[src/inc/lasm_pkg.sv]
// Package for the limit alarm status and mask block.
// Assumes a single 25 MHz core clock and an 8-bit register port fed by the serial bus engine.
package lasm_pkg;

    localparam int unsigned NUM_FLAGS  = 8;
    localparam int unsigned ADDR_WIDTH = 8;

    // Register offsets on the internal register port.
    localparam logic [7:0] ADDR_LIMIT_ERROR_FLAGS = 8'h01;
    localparam logic [7:0] ADDR_ALARM_MASK_BITS   = 8'h03;

    // Reset values.
    localparam logic [7:0] STATUS_RESET = 8'h00;
    localparam logic [7:0] MASK_RESET   = 8'h00;
    localparam logic [7:0] READ_IDLE    = 8'h00;

    // Flag position of the temperature channel in modes 0, 2 and 3.
    localparam logic [2:0] TEMP_BIT = 3'h7;

    // Input-configuration modes.
    localparam logic [1:0] MODE_SINGLE_TEMP = 2'h0;
    localparam logic [1:0] MODE_SINGLE_ALL  = 2'h1;
    localparam logic [1:0] MODE_PSEUDO_DIFF = 2'h2;
    localparam logic [1:0] MODE_MIXED       = 2'h3;

    // Implemented flag bits per mode; zeros are reserved and read as zero.
    localparam logic [7:0] VALID_MODE0 = 8'hFF;
    localparam logic [7:0] VALID_MODE1 = 8'hFF;
    localparam logic [7:0] VALID_MODE2 = 8'h8F;
    localparam logic [7:0] VALID_MODE3 = 8'hBF;

    // Layout of the flag and mask bits for a given mode.
    function automatic logic [7:0] lasm_valid_bits(input logic [1:0] mode);
        logic [7:0] bits;
        bits = VALID_MODE0;
        case (mode)
            MODE_SINGLE_TEMP: bits = VALID_MODE0;
            MODE_SINGLE_ALL:  bits = VALID_MODE1;
            MODE_PSEUDO_DIFF: bits = VALID_MODE2;
            MODE_MIXED:       bits = VALID_MODE3;
            default:          bits = VALID_MODE0;
        endcase
        return bits;
    endfunction

endpackage

[src/inc/lasm_bank_if.sv]
// Carrier between the alarm control logic and the flag and mask bank.
// Assumes both ends run on the same clock.
`timescale 1ns/1ns
interface lasm_bank_if;
    logic [7:0] setVec;
    logic       statusClr;
    logic       maskWr;
    logic [7:0] maskWrData;
    logic [7:0] validBits;
    logic [7:0] statusQ;
    logic [7:0] maskQ;

    modport ctrl (output setVec, output statusClr, output maskWr, output maskWrData, output validBits,
                  input statusQ, input maskQ);
    modport bank (input setVec, input statusClr, input maskWr, input maskWrData, input validBits,
                  output statusQ, output maskQ);
endinterface

[src/design/lasm_flag_bank.sv]
// Storage of the limit error flags and the alarm mask bits.
// Assumes set vectors and write strobes come from logic on the same clock.
`timescale 1ns/1ns
module lasm_flag_bank
    import lasm_pkg::*;
(
    // Clock, reset and enable
    input  wire logic     core_clk,
    input  wire logic     reset_n,
    input  wire logic     ce,
    // Control side
    lasm_bank_if.bank     bankPort
);

    logic [7:0] status_reg;
    logic [7:0] status_next;
    logic [7:0] mask_reg;
    logic [7:0] mask_next;

    // A set arriving with the clear survives, so no event is lost.
    assign status_next = (bankPort.statusClr ? STATUS_RESET : status_reg) | bankPort.setVec;
    // Reserved positions of the current mode are never written into the mask.
    assign mask_next   = bankPort.maskWr ? (bankPort.maskWrData & bankPort.validBits) : mask_reg;

    always_ff @(posedge core_clk) begin
        if (!reset_n) begin
            status_reg <= STATUS_RESET;
            mask_reg   <= MASK_RESET;
        end else if (ce) begin
            status_reg <= status_next;
            mask_reg   <= mask_next;
        end
    end

    assign bankPort.statusQ = status_reg;
    assign bankPort.maskQ   = mask_reg;

endmodule // lasm_flag_bank

[src/design/lasm_alarm_top.sv]
// Limit alarm status and mask logic: maps comparator events to flags and drives the alarm pin.
// Assumes the serial bus engine, sequencer and configuration registers sit on the same clock.
`timescale 1ns/1ns
module lasm_alarm_top
    import lasm_pkg::*;
(
    // Clock, reset and enable
    input  wire logic                  core_clk,
    input  wire logic                  reset_n,
    input  wire logic                  ce,
    // Register port from the serial bus engine
    input  wire logic                  hostWrEn,
    input  wire logic                  hostRdEn,
    input  wire logic [ADDR_WIDTH-1:0] hostAddr,
    input  wire logic [7:0]            hostWrData,
    output logic [7:0]                 hostRdData,
    // Configuration fields held elsewhere
    input  wire logic [1:0]            inputMode,
    input  wire logic                  alarmPinEnable,
    input  wire logic                  alarmClear,
    input  wire logic [7:0]            chanDisable,
    input  wire logic                  statusClr,
    // Window comparator results from the sequencer
    input  wire logic                  evtValid,
    input  wire logic [2:0]            evtChannel,
    input  wire logic                  evtAboveHigh,
    input  wire logic                  evtBelowLow,
    // Pin and sequencer control
    output logic                       alarmOut_n,
    output logic                       monitorHalt
);

    lasm_bank_if bankBus ();

    logic [7:0] validW;
    logic       isTempW;
    logic       limitHitW;
    logic       chanAllowedW;
    logic [7:0] setVecW;
    logic [7:0] pendingW;
    logic       alarmAssertW;
    logic       selStatusW;
    logic       selMaskW;
    logic [7:0] readMuxW;

    logic [7:0] rdData_reg;
    logic [7:0] rdData_next;
    logic       alarmOut_n_reg;
    logic       alarmOut_n_next;
    logic       monitorHalt_reg;
    logic       monitorHalt_next;

    // The configured mode picks which flag positions exist.
    assign validW = lasm_valid_bits(inputMode);

    // Temperature has only an upper limit; voltage inputs trip on either side.
    assign isTempW   = (inputMode != MODE_SINGLE_ALL) && (evtChannel == TEMP_BIT);
    assign limitHitW = isTempW ? evtAboveHigh : (evtAboveHigh | evtBelowLow);

    // Disabled channels and reserved positions can never raise a flag.
    assign chanAllowedW = !chanDisable[evtChannel] && validW[evtChannel];
    assign setVecW      = (evtValid && limitHitW && chanAllowedW) ? (8'h01 << evtChannel) : STATUS_RESET;

    // Host writes to the flag register land nowhere; only the mask accepts data.
    assign selStatusW = (hostAddr == ADDR_LIMIT_ERROR_FLAGS);
    assign selMaskW   = (hostAddr == ADDR_ALARM_MASK_BITS);

    assign bankBus.setVec     = setVecW;
    assign bankBus.statusClr  = statusClr;
    assign bankBus.maskWr     = hostWrEn && selMaskW;
    assign bankBus.maskWrData = hostWrData;
    assign bankBus.validBits  = validW;

    lasm_flag_bank u_bank (
        .core_clk (core_clk),
        .reset_n  (reset_n),
        .ce       (ce),
        .bankPort (bankBus.bank)
    );

    // Masked flags still sit in the flag register; they just stop reaching the pin.
    assign pendingW        = bankBus.statusQ & ~bankBus.maskQ & validW;
    assign alarmAssertW    = (|pendingW) && alarmPinEnable && !alarmClear;
    assign alarmOut_n_next = !alarmAssertW;
    assign monitorHalt_next = alarmClear;

    // Reserved bits of the current layout read as zero; unmapped offsets return zero.
    assign readMuxW    = selStatusW ? (bankBus.statusQ & validW) :
                         selMaskW   ? (bankBus.maskQ & validW) : READ_IDLE;
    assign rdData_next = hostRdEn ? readMuxW : rdData_reg;

    // A low clock enable freezes every register here, so events arriving then are dropped, not queued.

    always_ff @(posedge core_clk) begin
        if (!reset_n) begin
            rdData_reg      <= READ_IDLE;
            alarmOut_n_reg  <= 1'b1;
            monitorHalt_reg <= 1'b0;
        end else if (ce) begin
            rdData_reg      <= rdData_next;
            alarmOut_n_reg  <= alarmOut_n_next;
            monitorHalt_reg <= monitorHalt_next;
        end
    end

    assign hostRdData  = rdData_reg;
    assign alarmOut_n  = alarmOut_n_reg;
    assign monitorHalt = monitorHalt_reg;

    function automatic logic maskQBit();
        return |(setVecW & bankBus.maskQ);
    endfunction
endmodule // lasm_alarm_top

[config.mk]
export PLATFORM = sky130hd
export DESIGN_NAME = lasm_alarm_top
export DESIGN_NICKNAME = d
export VERILOG_FILES = /design/src/inc/lasm_pkg.sv /design/src/inc/lasm_bank_if.sv /design/src/design/lasm_flag_bank.sv /design/src/design/lasm_alarm_top.sv
export SDC_FILE = /design/constraint.sdc
export NUM_CORES = 1
export LEC_CHECK = 0
export BUFFER_PORTS_ARGS = -buffer_cell sky130_fd_sc_hd__buf_2
export CORE_MARGIN = 5
export CORE_UTILIZATION = 45
export CTS_BUF_LIST = sky130_fd_sc_hd__clkbuf_2
export DETAILED_ROUTE_END_ITERATION = 16
export PLACE_DENSITY = 0.74
export SYNTH_ARGS = -nofsm -noshare
export SYNTH_HDL_FRONTEND = slang
export SYNTH_SLANG_ARGS = --single-unit
export TNS_END_PERCENT = 30
[constraint.sdc]
create_clock -name core_clk -period 3.45 [get_ports core_clk]
set_input_delay 0.345 -clock core_clk [delete_from_list [all_inputs] [get_ports core_clk]]
set_output_delay 0.345 -clock core_clk [all_outputs]
set_load 0.03 [all_outputs]
==> results_dict.tcl, run 1 <==
set metrics [dict create \
    dieArea_um2 4060 \
    setup-tns-final_ns 0 \
    syn_area_per_cell_um2 9.42 \
    vias 1152 \
    grt_antenna_before_repair 0 \
    antennaDiodeCount 0 \
    synth_ff_type "dfxtp_1" \
    fillCellCount 253 \
    die_x_um 63.8 \
    dr.first_iter.drc_count 26 \
    fin_hold_ws_ns 0.229 \
    syn_inst 138 \
    syn-num-nets 178 \
    cts_setup_buffers 0 \
    final_util_pct 56.4 \
    cap_violations 0 \
    firstDrtPassIters 4 \
    power_mw 0.479 \
    critPathMaxFanout 11 \
    num_io_pins 50 \
    finalCriticalPeriod_ns 1.39 \
    core_um2 2760 \
    crit_chain "buf_2 > nor3b_1 > nand3_2 > or3b_1 > a21boi_0" \
    min_path_type "primary input to flop" \
    reg2reg_depth 4 \
    cts_buffers 3 \
    endpoint_kind "flop" \
    clock_latency_ns 0.35 \
    tightest_slew_ns 0.650 \
    avgViaCountPerCell 5.33 \
    crit_required_ns 3.75 \
    hp-start "hostWrData[2]" \
    cp_slowest_cell "or3b_1" \
    fin_nets 226 \
    drive_gt1_share_pct 30.8 \
    rsz0062_at_grt "no" \
    routed_wirelength_um 2950 \
    drc 0 \
    fin_crit_sh_pct 40.3 \
    rows 19 \
    status "finished clean" \
    cts_tree "yes" \
    multi_input_area_um2 716 \
    grt_max_degree 22 \
    place_congestion 0.826 \
    area_growth_pct 19.5 \
    clockRootBuffer "clkbuf_2" \
    cts_hold_buf 0 \
    maxSlewHeadroom_pct 56.2 \
    criticalPathCategory "primary input to flop" \
    overflow 0 \
    reg2reg_to "alarmOut_n$_SDFFE_PN1P_" \
    whs_path_depth 3 \
    finalHoldViolCount 0 \
    yosys_warnings 0 \
    ir_drop_mv 0.201 \
    clk_path_buf_depth 2 \
    clock_sinks 26 \
    cpLargestDelayFamily "simple AND/OR/NAND/NOR gates" \
    cts_max_level 1 \
    start_util_pct 47.1 \
    synth_edf_count 0 \
    r2r_start "u_bank.bankPort.maskQ[1]$_SDFFE_PN0P_" \
    grt_pass1_vias 1152 \
    io_buffers 49 \
    slew_viol_final 0 \
    ctsResizeCount 0 \
    netlist-cell-type-count 37 \
    hold_end "u_bank.bankPort.maskQ[2]$_SDFFE_PN0P_" \
    powerDensity_nw_per_um2 308 \
    critPathArrivalTime_ns 1.69 \
    async_flop_share_pct 0 \
    critPathMaxStageDelay_ns 0.43 \
    synth_area_um2 1300 \
    path_clk_slew_ns 0.23 \
    regArea_um2 520 \
    grt_pass1_wl_um 4900 \
    clock_skew_ns 0.00502 \
    yosysSeqAreaShare_pct 40.0 \
    rrSetupSlack_ns 2.27 \
    fmax_mhz 718 \
    crit_buf_inv 1 \
    grt_util_all_layers_pct 14.9 \
    fp.dieH_um 63.8 \
    postRouteAntennaNets 0 \
    dp_hpwl_um 2460 \
    setup_violations 0 \
    wire_per_inst_um 13.7 \
    p_leak_nw 0.703 \
    cp-start-kind "primary input" \
    ys_ff_latch 26 \
]
worst min-delay path, cell delays in order:
cell and delay (ns):
buf_2 0.07, mux2i_1 0.05, nor2b_1 0.09
cells in the final DEF, fill, tap and decap left out, types with 4 or more instances in the layout:
cell type,synthesis,layout
and2_1,8,8
a22o_1,5,5
dfxtp_1,26,26
buf_2,1,49
nand2_1,16,16
nand2b_1,4,4
nor2b_1,7,7
mux2i_1,16,16
nor2_1,6,6
inv_1,4,4
o21ai_0,6,6
worst max path at each step:
stage,depth (start not counted),slack (ns),endpoint,start
after global routing,5,1.97,u_bank.bankPort.maskQ[6]$_SDFFE_PN0P_,hostAddr[3]
after global placement,5,1.78,u_bank.bankPort.maskQ[6]$_SDFFE_PN0P_,hostAddr[5]
final,5,2.06,u_bank.bankPort.maskQ[6]$_SDFFE_PN0P_,hostAddr[3]
after CTS,5,2.05,u_bank.bankPort.maskQ[6]$_SDFFE_PN0P_,hostAddr[3]
after detailed placement,5,1.67,u_bank.bankPort.maskQ[6]$_SDFFE_PN0P_,hostAddr[3]
after floorplan,5,2.01,u_bank.bankPort.statusQ[7]$_SDFFE_PN0P_,evtChannel[1]
stage by stage:
step	cell area, um^2	worst slack (ns)	instances
finish	1550	2.06	216
global route	1550	1.97	216
CTS	1550	2.05	216
detailed placement	1540	1.67	212
global placement	1540	1.78	212
floorplan	1300	2.01	138
logic make-up after synthesis:
group	synth area share (%)
flip-flops	40.0
buffers and inverters	4.91
AO/OA/AOI/OAI	15.8
multiplexers	13.2
AND/OR/NAND/NOR	26.1
layout make-up:
type	count	area share (%)
multi-input combinational	102	46.1
sequential	26	33.5
timing repair buffer	49	15.8
tap	31	2.50
clock buffer	3	0.966
inverter	4	0.966
clock inverter	1	0.242
synthesized netlist by cell type (all sizes together), types with 4 or more instances:
cell / count / area share [%]
a21boi: 4 / 2.6
a22o: 5 / 3.4
and2: 8 / 3.9
dfxtp: 26 / 40
inv: 4 / 1.2
mux2i: 16 / 12
nand2: 16 / 4.6
nand2b: 4 / 1.9
nor2: 6 / 1.7
nor2b: 7 / 3.4
o21ai: 6 / 2.3
routing by layer:
metal / GRT usage [%] / vias to the layer above / wire (um)
met2: 24.9 / 40 / 1430
met1: 18.1 / 521 / 1250
met3: 4.38 / 4 / 247
li1: - / 587 / -
met4: 5.45 / 0 / 26
met5: 0 / - / 0
where the power goes:
| group | switching (mW) | internal (mW) |
|---|---|---|
| sequential | 0.00126 | 0.303 |
| combinational | 0.0317 | 0.0306 |
| clock | 0.0870 | 0.0252 |
(Power assumes the default switching activity.)
==> run 2: changes to the inputs <==
--- a/config.mk
+++ b/config.mk
@@ -10,7 +10,7 @@
 export CORE_UTILIZATION = 45
 export CTS_BUF_LIST = sky130_fd_sc_hd__clkbuf_2
 export DETAILED_ROUTE_END_ITERATION = 16
-export PLACE_DENSITY = 0.74
+export PLACE_DENSITY = 0.77
 export SYNTH_ARGS = -nofsm -noshare
 export SYNTH_HDL_FRONTEND = slang
 export SYNTH_SLANG_ARGS = --single-unit
==> constraint.sdc (replaced) <==
create_clock -name core_clk -period 1.2 [get_ports core_clk]
set_input_delay 0.12 -clock core_clk [delete_from_list [all_inputs] [get_ports core_clk]]
set_output_delay 0.12 -clock core_clk [all_outputs]
set_load 0.03 [all_outputs]
==> run 2 against run 1 <==
Net effect: final cell count grew 7.4%; die area is the same; combinational power grew to 3.5 times the previous value; critical endpoint is now alarmOut_n$_SDFFE_PN1P_; flip-flop and latch count is the same; non-clock buffer count grew 16.
==> results_dict.tcl, run 2 (same netlist as run 1, synthesis figures left out) <==
set metrics [dict create \
    status "finished clean" \
    drive_gt1_share_pct 38.3 \
    avgViaCountPerCell 5.37 \
    cap_violations 0 \
    cts_buffers 3 \
    clk_path_buf_depth 2 \
    r2r_start "u_bank.bankPort.statusQ[1]$_SDFFE_PN0P_" \
    powerDensity_nw_per_um2 951 \
    rrSetupSlack_ns 0.11 \
    rows 19 \
    grt_pass1_wl_um 5330 \
    setup-tns-final_ns 0 \
    path_clk_slew_ns 0.25 \
    grt_pass1_vias 1249 \
    mostFrequentLayoutCell "buf_2" \
    setup_violations 0 \
    num_io_pins 50 \
    dp_cells 225 \
    critPathArrivalTime_ns 1.41 \
    finalHoldViolCount 0 \
    dr.first_iter.drc_count 15 \
    dp_hpwl_um 2630 \
    crit_required_ns 1.52 \
    rsz0062_at_grt "no" \
    start_util_pct 47.1 \
    setup_ws_ns 0.110 \
    whs_path_depth 3 \
    endpoint_kind "flop" \
    grt_antenna_before_repair 0 \
    clock_latency_ns 0.36 \
    hold_end "monitorHalt$_SDFFE_PN0P_" \
    worstSetupStartpoint "u_bank.bankPort.statusQ[1]$_SDFFE_PN0P_" \
    grt_util_all_layers_pct 15.9 \
    routed_wirelength_um 3310 \
    vias 1246 \
    drc 0 \
    die_x_um 63.8 \
    fin_hold_ws_ns 0.0123 \
    slew_viol_final 0 \
    wire_per_inst_um 14.3 \
    antennaDiodeCount 0 \
    clockRootBuffer "clkbuf_2" \
    fp.dieH_um 63.8 \
    dieArea_um2 4060 \
    cts_max_level 1 \
    reg2reg_depth 4 \
    place_congestion 0.798 \
    p_leak_nw 0.796 \
    ir_drop_mv 0.915 \
    postRouteAntennaNets 0 \
    clock_sinks 26 \
    power_mw 1.65 \
    io_buffers 49 \
    fin_cells 232 \
    final_cell_mix "buf_2 (49), dfxtp_1 (24), mux2i_1 (16), nand2_1 (16), buf_4 (13)" \
    hp-start "alarmClear" \
    fin_nets 242 \
    fin_crit_sh_pct 90.9 \
    core_um2 2760 \
    cp-start-kind "flop" \
    cts_tree "yes" \
    critPathMaxFanout 3 \
    clock_skew_ns 0.00109 \
    grt_max_degree 20 \
    maxSlewHeadroom_pct 58.0 \
    finalCriticalPeriod_ns 1.09 \
    tightest_slew_ns 0.624 \
    fmax_mhz 917 \
    reg2reg_to "alarmOut_n$_SDFFE_PN1P_" \
    post-place-ws_ns -0.220 \
    overflow 0 \
    firstDrtPassIters 4 \
    criticalPathCategory "flop to flop" \
    area_growth_pct 33.6 \
    min_path_type "primary input to flop" \
]
run 2: cell types whose count changed in the layout (fill, tap and decap cells not counted), sizes merged:
cell,change
dlygate4sd3,+3
clkinv,-1
buf,+13
bufinv,+1
run 2: metrics by stage:
step	util [%]	cell area, um^2
4_1_cts	61.8	1700
3_5_place_dp	59.4	1640
6_report	63.0	1740
5_1_grt	63.0	1740
2_1_floorplan	-	1310
3_3_place_gp	59.4	1640
run 2: worst max-delay path, stage by stage, from the launching register on:
cell and delay [ns]:
dfxtp_1 0.41, nand2b_4 0.08, o221ai_2 0.10, nor4_2 0.28, a2bb2oi_1 0.17
run 2: cell type report:
| class | instances | area, um^2 |
|---|---|---|
| clock buffers | 3 | 15.0 |
| clock inverters | 1 | 30.0 |
| fillers | 240 | 1020 |
| inverters | 4 | 15.0 |
| multi-input cells | 102 | 742 |
| flip-flops and latches | 26 | 523 |
| well taps | 31 | 38.8 |
| repair buffers | 65 | 373 |
run 2: report_power, final:
part / switching [mW] / leakage (nW) / total (mW) / internal [mW]
logic: 0.103 / 0.558 / 0.221 / 0.118
registers: 0.00369 / 0.211 / 0.875 / 0.872
clock network: 0.270 / 0.0266 / 0.556 / 0.287
total: 0.376 / 0.796 / 1.65 / 1.28
run 2: how the worst max path moves through the flow:
stage	to	cells past startpoint
floorplan	u_bank.bankPort.statusQ[4]$_SDFFE_PN0P_	5
global placement	u_bank.bankPort.statusQ[4]$_SDFFE_PN0P_	5
detailed placement	u_bank.bankPort.statusQ[4]$_SDFFE_PN0P_	5
CTS	alarmOut_n$_SDFFE_PN1P_	4
global route	alarmOut_n$_SDFFE_PN1P_	4
finish	alarmOut_n$_SDFFE_PN1P_	4
run 2: metal layers:
layer	vias to the layer above	GRT usage, %	part of all wire (%)
li1	621	-	-
met1	575	17.9	40
met2	41	28.7	52
met3	9	3.33	6.0
met4	0	6.75	1.9
met5	-	0	0
run 2: repair_timing:
action / 4_1_cts / 5_1_grt
buffers inserted: 0 / 0
hold buffers: 2 / 1
hold endpoints to repair: 2 / 1
endpoints found under the setup margin: 1 / 1
resized for setup: 0 / 5
pin swaps: 1 / 2
